<file path="config.mk">
export PLATFORM = sky130hd
export DESIGN_NAME = atx_core
export DESIGN_NICKNAME = d
export VERILOG_FILES = /design/src/design/atx_pkg.sv /design/src/design/atx_core.sv /design/src/design/atx_prescale.sv /design/src/design/atx_pow2_div.sv
export SDC_FILE = /design/constraint.sdc
export NUM_CORES = 1
export LEC_CHECK = 0
export BUFFER_PORTS_ARGS = -buffer_cell sky130_fd_sc_hd__buf_2
export CAP_MARGIN = 40
export CORE_UTILIZATION = 45
export DETAILED_ROUTE_END_ITERATION = 8
export PLACE_DENSITY = 0.68
export SKIP_CTS_REPAIR_TIMING = 1
export SLEW_MARGIN = 20
export SYNTH_ARGS = -nofsm -noshare
export SYNTH_HDL_FRONTEND = slang
export SYNTH_SLANG_ARGS = --single-unit
</file>
<file path="constraint.sdc">
create_clock -name clk_sys -period 3.2 [get_ports clk_sys]
set_input_delay 0.96 -clock clk_sys [delete_from_list [all_inputs] [get_ports clk_sys]]
set_output_delay 0.96 -clock clk_sys [all_outputs]
set_load 0.01 [all_outputs]
</file>
<file path="src/design/atx_pkg.sv">
package atx_pkg;
  // ****************************************
  // Register map (byte addresses)
  // ****************************************
  localparam logic [7:0] OFS_STATUS = 8'h00;
  localparam logic [7:0] OFS_DATA   = 8'h04;
  localparam logic [7:0] OFS_CTRL1  = 8'h08;
  localparam logic [7:0] OFS_CTRL2  = 8'h0c;
  localparam logic [7:0] OFS_BAUD   = 8'h10;
  // Status bits
  localparam int ST_TXE  = 7;
  localparam int ST_DONE = 6;
  localparam int ST_RXF  = 5;
  localparam int ST_IDLE = 4;
  localparam int ST_OR   = 3;
  localparam int ST_NSE  = 2;
  localparam int ST_FERR = 1;
  // Control 1 bits
  localparam int C1_R9 = 7;
  localparam int C1_T9 = 6;
  localparam int C1_M  = 4;
  // Control 2 bits
  localparam int C2_TXEIE  = 7;
  localparam int C2_DONEIE = 6;
  localparam int C2_RXIE   = 5;
  localparam int C2_IDLEIE = 4;
  localparam int C2_TXON   = 3;
  localparam int C2_RXON   = 2;
  localparam int C2_BRK    = 0;
  // Baud fields
  localparam int BR_PRE_LSB = 6;
  localparam int BR_TX_LSB  = 3;
  localparam int BR_RX_LSB  = 0;
  localparam logic [7:0] CTRL_RST = 8'h00;
  localparam logic [7:0] BAUD_RST = 8'h00;
  // ****************************************
  // Timing
  // ****************************************
  localparam logic [3:0] PRE_0 = 4'h1;
  localparam logic [3:0] PRE_1 = 4'h3;
  localparam logic [3:0] PRE_2 = 4'h4;
  localparam logic [3:0] PRE_3 = 4'hd;
  localparam logic [3:0] SUB_LAST = 4'hf;
  localparam logic [3:0] SMP_8TH  = 4'h7;
  localparam logic [3:0] SMP_9TH  = 4'h8;
  localparam logic [3:0] SMP_10TH = 4'h9;
  localparam logic [3:0] LEN_8    = 4'ha;
  localparam logic [3:0] LEN_9    = 4'hb;
  localparam logic [3:0] LEN_MARK = 4'h1;
  typedef enum logic [1:0] {TX_OFF = 2'b00, TX_READY = 2'b01, TX_SEND = 2'b10} atx_tx_state_t;
  typedef enum logic [1:0] {FK_DATA = 2'b00, FK_IDLE = 2'b01, FK_BREAK = 2'b10,
                            FK_MARK = 2'b11} atx_kind_t;
  typedef enum logic {RX_HUNT = 1'b0, RX_BITS = 1'b1} atx_rx_state_t;
endpackage

</file>
<file path="src/design/atx_core.sv">
// Function
// - Ninth transmit bit from C1_T9 when selected
// - Transmit LSB first through a buffer
// - Enabling transmitter drives pin, sends idle first
// - TX empty clears by status then data write
// - TX empty set as transfer begins; interrupt
// - Write during frame waits in buffer
// - Write while idle starts at once, empty again
// - Frame done flag after stop bit; interrupt
// - Break frames while set, then one mark
// - Transmit enable toggle queues idle, drops buffer
// - Receive LSB first, ninth bit kept
// - Receive enable starts start-bit hunt
// - Completed character loads buffer, sets full
// - Full flag clears by status then data read
// - Idle frame acts as character, own interrupt
// - Overrun keeps buffer, sets flag, interrupts
// - Samples 8-10 must agree, else noise
// - False start discarded, noise reported later
// - Missing stop or break sets framing error
// - Common prescaler 1, 3, 4 or 13
// - Independent power-of-two dividers up to 128
// - Start bit low, stop bit high
`timescale 1ns/100ps
module atx_core (
  // Clock and reset
  input  wire logic        clk_sys,
  input  wire logic        sys_rst,
  // APB slave
  input  wire logic        psel,
  input  wire logic        penable,
  input  wire logic        pwrite,
  input  wire logic [7:0]  paddr,
  input  wire logic [31:0] pwdata,
  output logic      [31:0] prdata,
  output wire logic        pready,
  output wire logic        pslverr,
  // Serial pins
  input  wire logic        serial_in_pin,
  output wire logic        serial_out_pin,
  output wire logic        serial_out_oe,
  // CPU
  input  wire logic        cpu_mask_flag,
  output wire logic        sci_irq
);
  // ****************************************
  // Baud generation
  // ****************************************
  logic [7:0] baud_q, baud_d, ctrl1_q, ctrl1_d, ctrl2_q, ctrl2_d;
  logic       pre_tick, tx_tick, rx_tick;

  atx_prescale u_pre (
    .clk_sys (clk_sys),
    .sys_rst (sys_rst),
    .sel     (baud_q[atx_pkg::BR_PRE_LSB +: 2]),
    .tick    (pre_tick)
  );
  atx_pow2_div u_txdiv (
    .clk_sys (clk_sys),
    .sys_rst (sys_rst),
    .in_tick (pre_tick),
    .sel     (baud_q[atx_pkg::BR_TX_LSB +: 3]),
    .tick    (tx_tick)
  );
  atx_pow2_div u_rxdiv (
    .clk_sys (clk_sys),
    .sys_rst (sys_rst),
    .in_tick (pre_tick),
    .sel     (baud_q[atx_pkg::BR_RX_LSB +: 3]),
    .tick    (rx_tick)
  );

  // ****************************************
  // Bus decode
  // ****************************************
  logic acc, hit, data_wr, data_rd, clr_tx, clr_rx;
  logic armed_q, armed_d, txe_q, txe_d, done_q, done_d, rxf_q, rxf_d;
  logic idle_q, idle_d, or_q, or_d, nse_q, nse_d, ferr_q, ferr_d;
  logic [7:0] txbuf_q, txbuf_d, rxbuf_q, rxbuf_d;
  logic       bufv_q, bufv_d, r9_q, r9_d;
  logic [31:0] prdata_d;
  logic       word9, tx_on, rx_on, send_break;

  assign word9   = ctrl1_q[atx_pkg::C1_M];
  assign tx_on   = ctrl2_q[atx_pkg::C2_TXON];
  assign rx_on   = ctrl2_q[atx_pkg::C2_RXON];
  assign send_break     = ctrl2_q[atx_pkg::C2_BRK];
  assign acc     = psel && penable;
  assign hit     = (paddr == atx_pkg::OFS_STATUS) || (paddr == atx_pkg::OFS_DATA) ||
                   (paddr == atx_pkg::OFS_CTRL1) || (paddr == atx_pkg::OFS_CTRL2) ||
                   (paddr == atx_pkg::OFS_BAUD);
  assign pready  = 1'b1;
  assign pslverr = acc && !hit;
  assign data_wr = acc && pwrite && (paddr == atx_pkg::OFS_DATA);
  assign data_rd = acc && !pwrite && (paddr == atx_pkg::OFS_DATA);
  // Clearing needs a status access first; any data access disarms it
  assign clr_tx  = data_wr && armed_q;
  assign clr_rx  = data_rd && armed_q;

  // ****************************************
  // Transmitter
  // ****************************************
  atx_pkg::atx_tx_state_t tx_st_q, tx_st_d;
  atx_pkg::atx_kind_t     kind_q, kind_d;
  logic [10:0] tsh_q, tsh_d;
  logic [3:0]  tlen_q, tlen_d, tsub_q, tsub_d;
  logic        ipend_q, ipend_d, ton_q, tx_take, tx_fin, bit_end, pick;
  logic [3:0]  flen;

  assign flen    = word9 ? atx_pkg::LEN_9 : atx_pkg::LEN_8;
  assign bit_end = (tx_st_q == atx_pkg::TX_SEND) && tx_tick && (tsub_q == atx_pkg::SUB_LAST);

  always_comb begin
    tx_st_d = tx_st_q;
    kind_d  = kind_q;
    tsh_d   = tsh_q;
    tlen_d  = tlen_q;
    tsub_d  = tsub_q;
    ipend_d = ipend_q;
    tx_take = 1'b0;
    tx_fin  = 1'b0;
    pick    = 1'b0;
    if (tx_on && !ton_q) ipend_d = 1'b1;
    if (tx_tick) tsub_d = tsub_q + 4'h1;
    unique case (tx_st_q)
      atx_pkg::TX_OFF: begin
        if (tx_on) tx_st_d = atx_pkg::TX_READY;
      end
      atx_pkg::TX_READY: begin
        if (!tx_on) tx_st_d = atx_pkg::TX_OFF;
        else        pick    = 1'b1;
      end
      atx_pkg::TX_SEND: begin
        if (bit_end) begin
          tsh_d  = {1'b1, tsh_q[10:1]};
          tlen_d = tlen_q - 4'h1;
          if (tlen_q == 4'h1) begin
            tx_st_d = atx_pkg::TX_READY;
            tx_fin  = (kind_q == atx_pkg::FK_DATA);
            pick    = 1'b1;
          end
        end
      end
      default: tx_st_d = atx_pkg::TX_OFF;
    endcase
    // Next frame: break, closing mark, queued idle, then data
    if (pick && (tx_on || tx_st_q == atx_pkg::TX_SEND)) begin
      tsub_d = 4'h0;
      if (send_break) begin
        tx_st_d = atx_pkg::TX_SEND;
        kind_d  = atx_pkg::FK_BREAK;
        tsh_d   = 11'h000;
        tlen_d  = flen;
      end else if (tx_st_q == atx_pkg::TX_SEND && kind_q == atx_pkg::FK_BREAK) begin
        tx_st_d = atx_pkg::TX_SEND;
        kind_d  = atx_pkg::FK_MARK;
        tsh_d   = 11'h7ff;
        tlen_d  = atx_pkg::LEN_MARK;
      end else if (ipend_q && tx_on) begin
        tx_st_d = atx_pkg::TX_SEND;
        kind_d  = atx_pkg::FK_IDLE;
        tsh_d   = 11'h7ff;
        tlen_d  = flen;
        ipend_d = 1'b0;
      end else if (bufv_q && tx_on) begin
        tx_st_d = atx_pkg::TX_SEND;
        kind_d  = atx_pkg::FK_DATA;
        tx_take = 1'b1;
        // Stop in bit 10 for 9-bit frames; in 8-bit mode bit 9 is the stop and bit 10 is not sent
        tsh_d   = {1'b1, word9 ? ctrl1_q[atx_pkg::C1_T9] : 1'b1, txbuf_q, 1'b0};
        tlen_d  = flen;
      end else begin
        tx_st_d = tx_on ? atx_pkg::TX_READY : atx_pkg::TX_OFF;
      end
    end
  end

  always_ff @(posedge clk_sys) begin
    if (sys_rst) begin
      tx_st_q <= atx_pkg::TX_OFF;
      kind_q  <= atx_pkg::FK_DATA;
      tsh_q   <= 11'h7ff;
      tlen_q  <= 4'h0;
      tsub_q  <= 4'h0;
      ipend_q <= 1'b0;
      ton_q   <= 1'b0;
    end else begin
      tx_st_q <= tx_st_d;
      kind_q  <= kind_d;
      tsh_q   <= tsh_d;
      tlen_q  <= tlen_d;
      tsub_q  <= tsub_d;
      ipend_q <= ipend_d;
      ton_q   <= tx_on;
    end
  end

  // Line idles high whenever either direction is enabled
  assign serial_out_pin = (tx_st_q == atx_pkg::TX_SEND) ? tsh_q[0] : 1'b1;
  assign serial_out_oe  = tx_on || rx_on || (tx_st_q != atx_pkg::TX_OFF);

  // ****************************************
  // Receiver
  // ****************************************
  atx_pkg::atx_rx_state_t rx_st_q, rx_st_d;
  logic [3:0] rsub_q, rsub_d, rcnt_q, rcnt_d;
  logic [1:0] smp_q, smp_d;
  logic [2:0] hist_q, hist_d;
  logic [8:0] rsh_q, rsh_d;
  logic       fnoise_q, fnoise_d, npend_q, npend_d, iarm_q, iarm_d;
  logic [7:0] icnt_q, icnt_d;
  logic       maj, uni, rx_done, rx_ferr, rx_idle, rx_noise;
  logic [8:0] rx_word;

  assign maj = (smp_q[1] & smp_q[0]) | (smp_q[1] & serial_in_pin) | (smp_q[0] & serial_in_pin);
  assign uni = (smp_q[1] == smp_q[0]) && (smp_q[0] == serial_in_pin);

  always_comb begin
    rx_st_d  = rx_st_q;
    rsub_d   = rsub_q;
    rcnt_d   = rcnt_q;
    smp_d    = smp_q;
    hist_d   = hist_q;
    rsh_d    = rsh_q;
    fnoise_d = fnoise_q;
    npend_d  = npend_q;
    iarm_d   = iarm_q;
    icnt_d   = icnt_q;
    rx_done  = 1'b0;
    rx_ferr  = 1'b0;
    rx_idle  = 1'b0;
    rx_word  = word9 ? rsh_q : {1'b0, rsh_q[8:1]};
    rx_noise = fnoise_q || npend_q;
    if (!rx_on) begin
      rx_st_d = atx_pkg::RX_HUNT;
      hist_d  = 3'h0;
      iarm_d  = 1'b1;
      icnt_d  = 8'h00;
    end else if (rx_tick) begin
      rsub_d = rsub_q + 4'h1;
      unique case (rx_st_q)
        atx_pkg::RX_HUNT: begin
          hist_d = {hist_q[1:0], serial_in_pin};
          icnt_d = serial_in_pin ? icnt_q + 8'h01 : 8'h00;
          if (hist_q == 3'h7 && !serial_in_pin) begin
            rx_st_d  = atx_pkg::RX_BITS;
            rsub_d   = 4'h0;
            rcnt_d   = 4'h0;
            fnoise_d = 1'b0;
          end else if (iarm_q && icnt_q == {flen, 4'h0} - 8'h01) begin
            rx_idle  = 1'b1;
            rx_word  = 9'h1ff;
            rx_noise = npend_q;
            iarm_d   = 1'b0;
          end
        end
        atx_pkg::RX_BITS: begin
          if (rsub_q == atx_pkg::SMP_8TH || rsub_q == atx_pkg::SMP_9TH)
            smp_d = {smp_q[0], serial_in_pin};
          if (rsub_q == atx_pkg::SMP_10TH) begin
            if (!uni) fnoise_d = 1'b1;
            rcnt_d = rcnt_q + 4'h1;
            if (rcnt_q == 4'h0 && maj) begin
              rx_st_d = atx_pkg::RX_HUNT;
              npend_d = 1'b1;
              hist_d  = 3'h0;
            end else if (rcnt_q == flen - 4'h1) begin
              // Decide at the stop bit middle, so the hunt resyncs early
              rx_st_d = atx_pkg::RX_HUNT;
              rx_done = 1'b1;
              rx_ferr = !maj;
              rx_noise = fnoise_q || !uni || npend_q;
              npend_d = 1'b0;
              iarm_d  = 1'b1;
              icnt_d  = 8'h00;
              hist_d  = 3'h0;
            end else if (rcnt_q != 4'h0) begin
              rsh_d = {maj, rsh_q[8:1]};
            end
          end
        end
        default: rx_st_d = atx_pkg::RX_HUNT;
      endcase
    end
    if (rx_idle) npend_d = 1'b0;
  end

  always_ff @(posedge clk_sys) begin
    if (sys_rst) begin
      rx_st_q  <= atx_pkg::RX_HUNT;
      rsub_q   <= 4'h0;
      rcnt_q   <= 4'h0;
      smp_q    <= 2'h0;
      hist_q   <= 3'h0;
      rsh_q    <= 9'h000;
      fnoise_q <= 1'b0;
      npend_q  <= 1'b0;
      iarm_q   <= 1'b1;
      icnt_q   <= 8'h00;
    end else begin
      rx_st_q  <= rx_st_d;
      rsub_q   <= rsub_d;
      rcnt_q   <= rcnt_d;
      smp_q    <= smp_d;
      hist_q   <= hist_d;
      rsh_q    <= rsh_d;
      fnoise_q <= fnoise_d;
      npend_q  <= npend_d;
      iarm_q   <= iarm_d;
      icnt_q   <= icnt_d;
    end
  end

  // ****************************************
  // Registers and flags
  // ****************************************
  always_comb begin
    armed_d = armed_q;
    ctrl1_d = ctrl1_q;
    ctrl2_d = ctrl2_q;
    baud_d  = baud_q;
    txbuf_d = txbuf_q;
    bufv_d  = bufv_q;
    rxbuf_d = rxbuf_q;
    r9_d    = r9_q;
    prdata_d = prdata;
    if (acc && paddr == atx_pkg::OFS_STATUS) armed_d = 1'b1;
    else if (data_wr || data_rd)            armed_d = 1'b0;
    if (acc && pwrite && paddr == atx_pkg::OFS_CTRL1) ctrl1_d = pwdata[7:0];
    if (acc && pwrite && paddr == atx_pkg::OFS_CTRL2) ctrl2_d = pwdata[7:0];
    if (acc && pwrite && paddr == atx_pkg::OFS_BAUD)  baud_d  = pwdata[7:0];
    if (tx_take) bufv_d = 1'b0;
    if (!tx_on && ton_q) bufv_d = 1'b0;
    if (data_wr) begin
      txbuf_d = pwdata[7:0];
      bufv_d  = 1'b1;
    end
    txe_d = clr_tx ? 1'b0 : txe_q;
    if (tx_take) txe_d = 1'b1;
    done_d = clr_tx ? 1'b0 : done_q;
    if (tx_fin) done_d = 1'b1;
    rxf_d  = clr_rx ? 1'b0 : rxf_q;
    idle_d = clr_rx ? 1'b0 : idle_q;
    or_d   = clr_rx ? 1'b0 : or_q;
    nse_d  = clr_rx ? 1'b0 : nse_q;
    ferr_d = clr_rx ? 1'b0 : ferr_q;
    // A character that lands in the clearing cycle loads: set wins
    if (rx_done || rx_idle) begin
      if (rxf_q && !clr_rx) begin
        or_d = 1'b1;
      end else begin
        rxbuf_d = rx_word[7:0];
        r9_d    = rx_word[8];
        rxf_d   = 1'b1;
        nse_d   = rx_noise;
        ferr_d  = rx_ferr;
        idle_d  = rx_idle;
      end
    end
    if (psel && !penable) begin
      unique case (paddr)
        atx_pkg::OFS_STATUS:
          prdata_d = {24'h0, txe_q, done_q, rxf_q, idle_q, or_q, nse_q, ferr_q, 1'b0};
        atx_pkg::OFS_DATA:  prdata_d = {24'h0, rxbuf_q};
        atx_pkg::OFS_CTRL1: prdata_d = {24'h0, r9_q, ctrl1_q[6:0]};
        atx_pkg::OFS_CTRL2: prdata_d = {24'h0, ctrl2_q};
        atx_pkg::OFS_BAUD:  prdata_d = {24'h0, baud_q};
        default:            prdata_d = 32'h0;
      endcase
    end
  end

  always_ff @(posedge clk_sys) begin
    if (sys_rst) begin
      armed_q <= 1'b0;
      ctrl1_q <= atx_pkg::CTRL_RST;
      ctrl2_q <= atx_pkg::CTRL_RST;
      baud_q  <= atx_pkg::BAUD_RST;
      txbuf_q <= 8'h00;
      bufv_q  <= 1'b0;
      rxbuf_q <= 8'h00;
      r9_q    <= 1'b0;
      txe_q   <= 1'b1;
      done_q  <= 1'b1;
      rxf_q   <= 1'b0;
      idle_q  <= 1'b0;
      or_q    <= 1'b0;
      nse_q   <= 1'b0;
      ferr_q  <= 1'b0;
      prdata  <= 32'h0;
    end else begin
      armed_q <= armed_d;
      ctrl1_q <= ctrl1_d;
      ctrl2_q <= ctrl2_d;
      baud_q  <= baud_d;
      txbuf_q <= txbuf_d;
      bufv_q  <= bufv_d;
      rxbuf_q <= rxbuf_d;
      r9_q    <= r9_d;
      txe_q   <= txe_d;
      done_q  <= done_d;
      rxf_q   <= rxf_d;
      idle_q  <= idle_d;
      or_q    <= or_d;
      nse_q   <= nse_d;
      ferr_q  <= ferr_d;
      prdata  <= prdata_d;
    end
  end

  assign sci_irq = !cpu_mask_flag && (
                   (ctrl2_q[atx_pkg::C2_TXEIE] && txe_q) ||
                   (ctrl2_q[atx_pkg::C2_DONEIE] && done_q) ||
                   (ctrl2_q[atx_pkg::C2_RXIE] && (rxf_q || or_q)) ||
                   (ctrl2_q[atx_pkg::C2_IDLEIE] && idle_q));
endmodule

</file>
<file path="src/design/atx_prescale.sv">
`timescale 1ns/100ps
module atx_prescale (
  // Clock and reset
  input  wire logic       clk_sys,
  input  wire logic       sys_rst,
  // Control
  input  wire logic [1:0] sel,
  // Output
  output wire logic       tick
);
  logic [3:0] cnt_q;
  logic [3:0] cnt_d;
  logic [3:0] last;

  // ****************************************
  // Common prescaler 1, 3, 4 or 13
  // ****************************************
  always_comb begin
    unique case (sel)
      2'h0:    last = atx_pkg::PRE_0 - 4'h1;
      2'h1:    last = atx_pkg::PRE_1 - 4'h1;
      2'h2:    last = atx_pkg::PRE_2 - 4'h1;
      2'h3:    last = atx_pkg::PRE_3 - 4'h1;
    endcase
    cnt_d = (cnt_q >= last) ? 4'h0 : cnt_q + 4'h1;
  end

  always_ff @(posedge clk_sys) begin
    if (sys_rst) cnt_q <= 4'h0;
    else         cnt_q <= cnt_d;
  end

  assign tick = (cnt_q >= last);
endmodule

</file>
<file path="src/design/atx_pow2_div.sv">
`timescale 1ns/100ps
module atx_pow2_div (
  // Clock and reset
  input  wire logic       clk_sys,
  input  wire logic       sys_rst,
  // Control
  input  wire logic       in_tick,
  input  wire logic [2:0] sel,
  // Output
  output wire logic       tick
);
  logic [6:0] cnt_q;
  logic [6:0] cnt_d;
  logic [6:0] mask;

  // Power of two from 1 to 128; this tick runs at 16 times the bit rate
  always_comb begin
    mask  = 7'((8'h01 << sel) - 8'h01);
    cnt_d = in_tick ? cnt_q + 7'h01 : cnt_q;
  end

  always_ff @(posedge clk_sys) begin
    if (sys_rst) cnt_q <= 7'h00;
    else         cnt_q <= cnt_d;
  end

  assign tick = in_tick && ((cnt_q | ~mask) == 7'h7f);
endmodule

</file>
=== Word-level counts from Yosys, hierarchy flattened ===
Cells that the tools add are included.

* Flip-flop bits (word level): 158
* Bits of input ports: 47
* Output and inout port bits: 37
* Logic and storage cells: 321

* Add/subtract/negate cells: 12
* $lt $le $gt $ge: 1
* Equality and inequality tests: 34
* Shift-type cells: 2
* Multiplexer cells: 133
* Bitwise gates (word level): 14
* Reductions and logical operators: 89

{| class="wikitable"
|+ Operator list
! cell !! number
|-
| 1-bit 2-to-1 mux || 78
|-
| 11-bit 2-to-1 mux || 7
|-
| 9-bit 2-to-1 mux || 6
|-
| 4-bit 2-to-1 mux || 11
|-
| 8-bit one-hot mux with 5 select lines || 1
|-
| 1-bit logical AND || 33
|-
| 8-bit 2-to-1 mux || 4
|-
| 2-bit 2-to-1 mux || 13
|-
| 1-bit logical OR || 17
|-
| 4-bit by 1-bit adder with 4-bit output, second input constant || 4
|-
| 8-bit by 4-bit == test with 1-bit output, second input constant || 2
|-
| 4-bit one-hot mux with 4 select lines || 1
|-
| 8-bit one-hot mux with 2 select lines || 1
|-
| 4-bit AND reduction || 4
|-
| 7-bit by 1-bit adder with 7-bit output, second input constant || 2
|-
| 7-bit == test, second input constant || 2
|-
| 7-bit NOT || 2
|-
| 7-bit OR || 2
|-
| 1-bit by 3-bit << shifter with 7-bit output, first input constant || 2
|-
| 7-bit by 1-bit subtractor with 7-bit output, second input constant || 2
|-
| 4-bit == test, second input constant || 3
|-
| 3-bit != test, second input constant || 4
|-
| 2-bit OR reduction || 6
|-
| 1-bit logical NOT || 10
|-
| other kinds (36) || 68
|}

=== Longest topological paths before layout ===
Gate-level depths: netlist of run 1.

* Depth after elaboration: 15
* Gate-level depth with buffers: 13
* Gate-level depth less buffers: 10

=== Hierarchy ===
A second synthesis of run 1 with hierarchy kept.

* Cell total of the unflattened synthesis: 832
* Area total of the unflattened synthesis: 6,947.9 µm²

{| class="wikitable"
|+ Modules (own cells, without submodules)
! module !! instances !! cells each !! area each (µm²) !! seq. area each (µm²)
|-
| atx_core || 1 || 704 || 5,858.1 || 2,322.2
|-
| atx_pow2_div || 2 || 50 || 414.1 || 140.1
|-
| atx_prescale || 1 || 28 || 261.5 || 80.1
|}

=== Worst setup path after synthesis of run 1 ===
Ideal clock, no wire load.

* Kind: input-to-output
* From: in paddr[1]
* To: out pslverr
* Arrival: 2.259 ns
* Data required time: 2.240 ns
* Path slack: -0.019 ns
* Stages on the path: 3
* Buffers on the path: 0
* Cell sequence: or4_4 -> nor3_1 -> nor3_1

* Cells in the longest elaborated chain, start to end: 7
* Elaborated cells between the ends (all ways): 11
* Classes of those cells: eq/ne: 4; reduce/logical: 7

{| class="wikitable"
|+ Ends and longest elaborated chain
! element !! RTL line !! source
|-
| start: declaration || atx_core.sv:33 || <nowiki>input wire logic [7:0] paddr,</nowiki>
|-
| 8-bit by 3-bit == test with 1-bit output or 8-bit logical NOT (tied branches) || atx_core.sv:89 || <nowiki>assign hit = (paddr == atx_pkg::OFS_STATUS) || (paddr == atx_pkg::OFS_DATA) ||</nowiki>
|-
| 1-bit logical OR (2 in a row) || atx_core.sv:89 ||
|-
| 1-bit logical OR || atx_core.sv:90 || <nowiki>(paddr == atx_pkg::OFS_CTRL1) || (paddr == atx_pkg::OFS_CTRL2) ||</nowiki>
|-
| 1-bit logical OR * || atx_core.sv:90 ||
|-
| 1-bit logical NOT * || atx_core.sv:93 || <nowiki>assign pslverr = acc && !hit;</nowiki>
|-
| 1-bit logical AND * || atx_core.sv:93 ||
|-
| end: declaration || atx_core.sv:37 || <nowiki>output wire logic pslverr,</nowiki>
|}

Every way passes the cells marked *; elsewhere a longest branch is shown, timed or not.

=== Worst setup path in the final report of run 1 ===
Ends and elaborated chain as after synthesis.

==> results of run 1 <==
==> worst paths after layout <==
| kind | startpoint | end | slack [ns] |
|---|---|---|---|
| worst min-delay path | nse_q | nse_q | 0.47 |
| worst max-delay path | paddr[1] | pslverr | 0.07 |
| worst min register to register | nse_q | nse_q | 0.47 |
| worst max register to register | baud_q[6] | tsh_q[5] | 0.23 |
==> per-layer routing <==
layer  vias up  GRT usage [%]  part of all wire (%)
met5         -              0                     0
met4         0          8.752                   1.9
met3        23          4.664                   3.4
met1      2631          25.67                    46
met2       105          34.90                    48
li1       2864              -                     -
==> cells in the final DEF (no fill, tap or decap), drive strengths merged, types with 4 or more instances in the layout <==
cell type  instances
a211oi            13
o21ai             28
o221ai             6
nor2             124
or2                5
o21a               4
a222oi             8
dfxtp            134
ha                23
nand3             13
nor3              28
nand2             74
or3                6
inv               22
a22oi              6
buf               62
clkbuf            19
and3               6
nand3b             4
clkinv             9
nor3b              5
o22ai              6
and2               5
a21oi             35
nand2b            11
conb              25
nand4              9
xnor2             16
xor2              13
a2bb2oi            5
mux2i             76
==> cell families (layout without fill, tap and decap cells) <==
logic type | Yosys count | count (layout) | share of synthesized area (%)
adders and majority gates | 23 | 23 | 4.193
buffers and inverters | 86 | 116 | 6.253
muxes | 78 | 78 | 11.41
other | 2 | 25 | 0.1094
AOI/OAI and AO/OA | 141 | 141 | 14.17
DFF | 134 | 134 | 39.09
and+or+nand+nor | 307 | 307 | 21.08
xor gates and xnor gates | 29 | 29 | 3.701
==> flip-flops by register name, summed over array words and instances (netlist names), 7 cells and up <==
signal / count
tsh_q: 11
txbuf_q: 8
rsh_q: 9
prdata: 8
u_rxdiv.cnt_q: 7
u_txdiv.cnt_q: 7
baud_q: 8
icnt_q: 8
ctrl1_q: 7
rxbuf_q: 8
ctrl2_q: 8
==> per-stage QoR <==
stage / area, um^2 / hold WS [ns]
final: 7810 / 0.4709
after global routing: 7810 / 0.4865
after CTS: 7789 / 0.4686
after detailed placement: 7237 / 0.4598
after global placement: 7237 / 0.4491
after floorplan: 6954 / 0.4313
==> area by class of cell <==
cell class	count	share of cell area [%]
Clock inverter	13	1.394
Tap cell	184	2.948
Sequential cell	134	34.35
Clock buffer	19	5.671
Multi-Input combinational cell	603	49.31
Inverter	22	1.057
Timing Repair Buffer	62	5.271
==> power by group through the flow <==
| stage | combinational [mW] | sequential, mW | clock [mW] |
|---|---|---|---|
| floorplan | 0.105 | 1.74 | 0 |
| global placement | 0.135 | 1.74 | 0 |
| detailed placement | 0.136 | 1.74 | 0 |
| CTS | 0.137 | 1.70 | 1.85 |
| global route | 0.153 | 1.70 | 1.93 |
| finish | 0.137 | 1.70 | 1.83 |
==> worst min-delay path, cell delays in order (launching register included) <==
cell and delay [ns]:
dfxtp_1 0.31, nand2_1 0.06, a21oi_1 0.05
==> flow_summary.ini, run 1 <==
[placed_design]
hpwl_mm = 11.07
pre_cts_slack_ns = 0.007522
numPlacedInstances = 1003
port_buffers = 34
gpl.final_weighted_congestion = 0.8058

[timing]
final.period_utilization_pct = 97.71
finalHoldViolCount = 0
maxSlewHeadroom_pct = 62.55
finClkSkew_ns = 0.008827
worstMarginPinSlew_ns = 0.5617
finalSetupTns_ns = 0
rsz0062_at_grt = false
timing.fmax_ghz = 0.3198
setup_violations = 0
layout_setup_ws_ns = 0.07313
min_period_ns = 3.127
drv_slew = 0

[setup_path]
cp_top_family = simple AND/OR/NAND/NOR gates
critPathBufInv = 3
crit_path_frequent_cell = buf_2
critical_path_depth = 6
critPathSlowestCell = or4_4
worst_setup_path_start_kind = primary input
critPathKind = primary input to primary output
worstPathArrival_ns = 2.17
r2r_cells = 11
critPathMaxFanout = 3
crit_chain = buf_2, or4_4, nor3_4, buf_6, nor3_1, buf_2
cp.required_ns = 2.24
end_kind = primary output
max_stage_delay_ns = 0.57

[yosys]
ys.warnings.count = 0
synthArstFlopShare_pct = 0
synth_seq_cells = 134
yosysMostFrequentCell = dfxtp_1
synthTopCellsByCount = dfxtp_1, nor2_1, mux2i_1, nand2_1, a21oi_1
yosysSeqAreaShare_pct = 39.09
synth_ff_type = dfxtp_1
ys_types = 69
yosys-top-cells-area = dfxtp_1, mux2i_1, nor2_1, ha_1, nand2_1
synth-edff-count = 0
synthCells = 800
netlist_area_mm2 = 0.006863
yosys.area.top_type_share_pct = 39.09
syn_avg_cell_area_um2 = 8.579
yosysTopAreaCell = dfxtp_1

[global_routing]
grt.overflow.total = 0
grt_pass1_wl_mm = 25.97
grt_pass1_vias = 5209
antenna_found_initial = 0
grtUsageTotal_pct = 20.81
grt_max_degree = 51

[power]
p_int_mw = 2.810
pwr-share-clk_pct = 49.9
comb_power_share_pct = 3.7
finalPower_mw = 3.665
power_frac_seq_pct = 46.4
power.density_mw_per_mm2 = 469.3
ir_worst_vdd_uv = 402.7
p_leak_nw = 3.187
switching_share_pct = 23.32
p_sw_mw = 0.8548

[detailed_routing]
viasPerCell = 5.422
postRouteAntennaNets = 0
wirelength_mm = 15.39
vias = 5623
drt-wirelength-per-cell_um = 14.84
route.detailed.drc = 2
drt_iter0_drc = 357
dr.pass1.iters = 7

[status]
violations = DRC
outcome = complete, but fails checks

[cts]
clkTransAtPathRegs_ns = 0.06
clock_path_buffers = 2
clk-insertion-delay-late_ns = 0.43
cts_root_buf = clkbuf_16
cts_made_buffers = 17
htree_levels = 4
cts.sinks = 134
cts_tree = built

[final_layout]
final_cells = 1037
multi_input_area_mm2 = 0.003851
drive_gt1_share_pct = 13.13
diodes = 0
num-fill-cells = 1402
area_growth_pct = 13.80
final_util_pct = 53.13
num-nets-final = 910
regArea_mm2 = 0.002683

[hold_path]
hold_depth = 2
hold_class = flop to flop

[floorplanning]
coreArea_mm2 = 0.01470
rows = 44
initial_core_util_pct = 46.69
die_width_um = 125.5
die_area_mm2 = 0.01575
dieHeight_um = 125.5
ios = 84

[run]
maxCapViolCount = 0
Power figures use the tool's default switching activity.
==> inputs of run 2 (changes only) <==
--- a/config.mk
+++ b/config.mk
@@ -10,6 +10,7 @@
 export CORE_UTILIZATION = 45
 export DETAILED_ROUTE_END_ITERATION = 8
 export PLACE_DENSITY = 0.68
+export REMOVE_ABC_BUFFERS = 1
 export SKIP_CTS_REPAIR_TIMING = 1
 export SLEW_MARGIN = 20
 export SYNTH_ARGS = -nofsm -noshare
==> run 2 against run 1 <==
Effect of this change:
- the flow still finishes with violations (DRC)
- global-route usage about the same
- sequential share of layout area shrank 0.13 points
- register-to-register slack worse by 0.03 ns
- routed wire length grew 1.5%
- combinational power about the same
- setup slack lost 0.012 ns
- count of clock-buffer cells in the layout decreased by 2
- die area did not move
- fmax fell by 0.38%
- first-iteration DRC count up 21%
- worst hold slack got worse by 0.019 ns
- via count is 0.75% lower
- critical path type unchanged
==> flow_summary.ini, run 2 (synthesis results as in run 1) <==
[status]
outcome = complete, but fails checks
violations = DRC

[cts]
clk-insertion-delay-late_ns = 0.42
cts.sinks = 134
clock_path_buffers = 2
clkTransAtPathRegs_ns = 0.06
cts_tree = built
cts_root_buf = clkbuf_16
htree_levels = 4
cts_made_buffers = 17

[power]
finalPower_mw = 3.951
p_leak_nw = 3.190
power.density_mw_per_mm2 = 504.0
ir_worst_vdd_uv = 409.8

[final_layout]
largest_register_ffs = 11
layout_common_cells = dfxtp_1, nor2_1, mux2i_1
top_register = tsh_q
num-nets-final = 902
area_growth_pct = 14.22
final_area_mm2 = 0.007839
final_cells = 1029
largestRegisters = tsh_q: 11 flops, rsh_q: 9 flops
num-fill-cells = 1385
drive_gt1_share_pct = 12.19
diodes = 0
layout_commonest_cell = dfxtp_1

[floorplanning]
rows = 44
dieHeight_um = 125.5
ios = 84
coreArea_mm2 = 0.01470
die_width_um = 125.5
initial_core_util_pct = 46.69
die_area_mm2 = 0.01575

[timing]
finClkSkew_ns = 0.008497
worstMarginPinSlew_ns = 0.6458
rsz0062_at_grt = false
final.period_utilization_pct = 98.09
finalHoldViolCount = 0
timing.fmax_ghz = 0.3186
setup_violations = 0
drv_slew = 0
min_period_ns = 3.139
maxSlewHeadroom_pct = 56.79

[placed_design]
gpl.final_weighted_congestion = 0.8156
dpl_cell_area_mm2 = 0.007199
numPlacedInstances = 997
hpwl_mm = 11.05
port_buffers = 34

[setup_path]
worstPathArrival_ns = 2.18
crit_chain = buf_2, or4_4, nor3_4, buf_4, nor3_1, buf_2
critPathKind = primary input to primary output
cp.required_ns = 2.24
max_stage_delay_ns = 0.56
critPathSlowestCell = or4_4
critPathBufInv = 3
end_kind = primary output
cp_top_family = simple AND/OR/NAND/NOR gates
worst_setup_path_start_kind = primary input
critPathMaxFanout = 9
crit_path_frequent_cell = buf_2

[detailed_routing]
drt-wirelength-per-cell_um = 15.18
vias = 5581
route.detailed.drc = 1
viasPerCell = 5.424
wirelength_mm = 15.62
postRouteAntennaNets = 0
dr.pass1.iters = 7
drt_iter0_drc = 432

[global_routing]
grt_pass1_vias = 5158
grt_max_degree = 48
grt.overflow.total = 0
antenna_found_initial = 0
grtUsageTotal_pct = 20.79
grt_pass1_wl_mm = 26.01

[run]
maxCapViolCount = 0

[hold_path]
hold_class = flop to flop
-- run 2: cell count changes in the layout (fill, tap and decap cells not counted), moves of 3 or more --
cell / delta
inv_6: +7
clkinv_2: -6
buf_4: -8
bufinv_16: +3
-- run 2: final timing paths --
kind              from       end  slack, ns  cells after the start
min reg2reg      nse_q     nse_q       0.45                      2
min              nse_q     nse_q       0.45                      2
max reg2reg  baud_q[7]  tsh_q[9]       0.20                      9
max           paddr[1]   pslverr       0.06                      6
-- run 2: report_power, final --
part           switching, mW  leakage (nW)  internal (mW)
logic                 0.0894          1.80         0.0452
clock network          0.794         0.306           1.32
registers             0.0152          1.08           1.68
total                  0.898          3.19           3.05
-- run 2: worst register-to-register path: cells and delay by family, from the launching register on --
family	cells	cell delay [ns]
buffers and inverters	1	0.15
multiplexers	1	0.41
AND/OR/NAND/NOR	2	1.03
AO/OA/AOI/OAI	3	0.34
adder cells (fa/ha/maj)	2	0.54
flip-flops	1	0.41
-- run 2: per-layer routing --
layer | vias to the layer above | GRT usage [%] | share of wire (%)
met5 | - | 0 | 0
met4 | 0 | 6.743 | 1.0
met3 | 15 | 4.536 | 3.4
met2 | 108 | 33.56 | 47
met1 | 2616 | 27.54 | 49
li1 | 2842 | - | -
-- run 2: through the flow --
stage / setup slack [ns] / hold slack (ns) / util, % / setup TNS (ns)
after floorplan: -1.650 / 0.4251 / - / -17.53
after global placement: 0.06105 / 0.4455 / 48.98 / 0
after detailed placement: 0.04173 / 0.4453 / 48.98 / 0
after CTS: 0.06554 / 0.4537 / 53.33 / 0
after global routing: 0.02081 / 0.4790 / 53.33 / 0
final: 0.06105 / 0.4519 / 53.33 / 0
-- run 2: area by class of cell --
class / count / area (um^2) / share of cell area, %
Multi-Input combinational cell: 603 / 3844 / 49.03
Sequential cell: 134 / 2683 / 34.22
Clock buffer: 17 / 425.4 / 5.427
Timing Repair Buffer: 54 / 360.3 / 4.597
Tap cell: 184 / 230.2 / 2.937
Clock inverter: 15 / 214.0 / 2.729
Inverter: 22 / 82.58 / 1.053
==> inputs of run 3 (changes only) <==
--- a/config.mk
+++ b/config.mk
@@ -9,7 +9,8 @@
 export CAP_MARGIN = 40
 export CORE_UTILIZATION = 45
 export DETAILED_ROUTE_END_ITERATION = 8
-export PLACE_DENSITY = 0.68
+export GPL_ROUTABILITY_DRIVEN = 0
+export PLACE_DENSITY = 0.65
 export REMOVE_ABC_BUFFERS = 1
 export SKIP_CTS_REPAIR_TIMING = 1
 export SLEW_MARGIN = 20
==> constraint.sdc (replaced) <==
create_clock -name clk_sys -period 2.9 [get_ports clk_sys]
set_input_delay 0.87 -clock clk_sys [delete_from_list [all_inputs] [get_ports clk_sys]]
set_output_delay 0.87 -clock clk_sys [all_outputs]
set_load 0.01 [all_outputs]
==> run 3 against run 2 <==
Effect of this change:
- the run still ends with DRC left
- power is 8.1% higher
- critical path depth unchanged
- largest cell class unchanged
- combinational power increased by 15%
- sequential share of layout area is 0.70 points lower
- sequential cell count unchanged
- utilization is 1.1 points higher
- clock skew is 0.0021 ns higher
- final cell count up 1.9%
- non-clock buffer count up 20
==> flow_summary.ini, run 3 (synthesis results as in run 1) <==
[status]
outcome = complete, but fails checks
violations = DRC

[global_routing]
grtUsageTotal_pct = 21.01
grt.overflow.total = 0
grt_max_degree = 47
grt_pass1_vias = 5311
grt_pass1_wl_mm = 26.48
antenna_found_initial = 0

[power]
ir_worst_vdd_uv = 449.7
p_int_mw = 3.293
finalPower_mw = 4.272
comb_power_share_pct = 3.6
p_leak_nw = 3.274
pwr-share-clk_pct = 52.5
power.density_mw_per_mm2 = 533.9
switching_share_pct = 22.92
power_frac_seq_pct = 43.9
p_sw_mw = 0.9790

[detailed_routing]
dr.pass1.iters = 9
route.detailed.drc = 4
wirelength_mm = 15.75
viasPerCell = 5.396
vias = 5660
drt_iter0_drc = 353
postRouteAntennaNets = 0
drt-wirelength-per-cell_um = 15.01

[setup_path]
critPathSlowestCell = or4_4
cp_top_family = simple AND/OR/NAND/NOR gates
critPathKind = primary input to primary output
crit_path_frequent_cell = buf_2
max_stage_delay_ns = 0.55
cp.required_ns = 2.03
end_kind = primary output
crit_chain = buf_2, or4_4, nor3_4, buf_6, nor3_2, buf_2
worstPathArrival_ns = 2.00
worst_setup_path_start_kind = primary input
critPathMaxFanout = 2
critPathBufInv = 3

[timing]
finalHoldViolCount = 0
finClkSkew_ns = 0.01064
maxSlewHeadroom_pct = 65.55
setup_violations = 0
timing.fmax_ghz = 0.3480
worstMarginPinSlew_ns = 0.5161
min_period_ns = 2.874
drv_slew = 0
rsz0062_at_grt = true
final.period_utilization_pct = 99.09

[hold_path]
hold_class = flop to flop

[cts]
cts_tree = built
clk-insertion-delay-late_ns = 0.43
htree_levels = 4
cts.sinks = 134
cts_made_buffers = 17
cts_root_buf = clkbuf_16
clock_path_buffers = 2
clkTransAtPathRegs_ns = 0.06

[final_layout]
largest_register_ffs = 11
area_growth_pct = 16.59
largestRegisters = tsh_q: 11 flops, rsh_q: 9 flops
top_register = tsh_q
final_util_pct = 54.43
num-fill-cells = 1374
num-nets-final = 922
diodes = 0
layout_commonest_cell = dfxtp_1
drive_gt1_share_pct = 14.80
layout_common_cells = dfxtp_1, nor2_1, mux2i_1

[floorplanning]
ios = 84
initial_core_util_pct = 46.69
coreArea_mm2 = 0.01470
die_area_mm2 = 0.01575
rows = 44
die_width_um = 125.5
dieHeight_um = 125.5

[placed_design]
hpwl_mm = 11.02
port_buffers = 34

[run]
maxCapViolCount = 0
==> run 3: cell count changes in the layout (fill, tap and decap cells not counted), sizes merged <==
| cell | before | now |
|---|---|---|
| clkinvlp | 2 | 3 |
| inv | 29 | 25 |
| bufinv | 4 | 3 |
| clkbuf | 17 | 18 |
| buf | 54 | 74 |
| clkinv | 2 | 5 |
==> run 3: layer usage <==
| layer | up-vias | part of all wire [%] | global-route usage [%] |
|---|---|---|---|
| li1 | 2884 | - | - |
| met1 | 2666 | 49 | 27.94 |
| met2 | 94 | 46 | 33.92 |
| met3 | 16 | 3.3 | 5.220 |
| met4 | 0 | 0.95 | 5.380 |
| met5 | - | 0 | 0 |
==> run 3: worst register-to-register path, delay by kind of cell (launching register included) <==
kind / cells / cell delay, ns
and+or+nand+nor: 4 / 1.25
adders and majority gates: 2 / 0.57
buffers and inverters: 3 / 0.36
DFF: 1 / 0.33
AOI/OAI and AO/OA: 2 / 0.13
==> run 3: through the flow <==
stage / cell area [um^2] / hold slack, ns / cells / TNS (ns) / setup WS [ns]
floorplan: 6603 / 0.4251 / 759 / -24.60 / -1.950
global placement: 7335 / 0.4448 / 1015 / -1.546 / -0.1253
detailed placement: 7335 / 0.4523 / 1015 / -1.572 / -0.1173
CTS: 7949 / 0.4587 / 1047 / -0.1026 / -0.07361
global route: 8001 / 0.4947 / 1049 / -0.03685 / -0.02134
finish: 8001 / 0.4616 / 1049 / 0 / 0.02633
==> run 3: path summary, 6_finish.rpt <==
check	startpoint	endpoint	slack, ns	depth (start not counted)
max	paddr[6]	pslverr	0.03	6
min reg2reg	nse_q	nse_q	0.46	2
min	nse_q	nse_q	0.46	2
max reg2reg	baud_q[6]	tsh_q[5]	0.13	11
==> run 3: area by class of cell <==
cell class / count / area [um^2] / area share [%]
multi-input combinational: 603 / 3874 / 48.41
sequential: 134 / 2683 / 33.53
timing repair buffer: 74 / 518.0 / 6.474
clock buffer: 18 / 439.2 / 5.489
tap: 184 / 230.2 / 2.877
clock inverter: 14 / 175.2 / 2.189
inverter: 22 / 82.58 / 1.032
==> run 3: power groups by stage <==
stage | clock [mW] | combinational, mW | sequential, mW
floorplan | 0 | 0.0655 | 1.92
global placement | 0 | 0.150 | 1.92
detailed placement | 0 | 0.152 | 1.92
CTS | 2.29 | 0.152 | 1.88
global route | 2.37 | 0.173 | 1.88
finish | 2.24 | 0.155 | 1.88
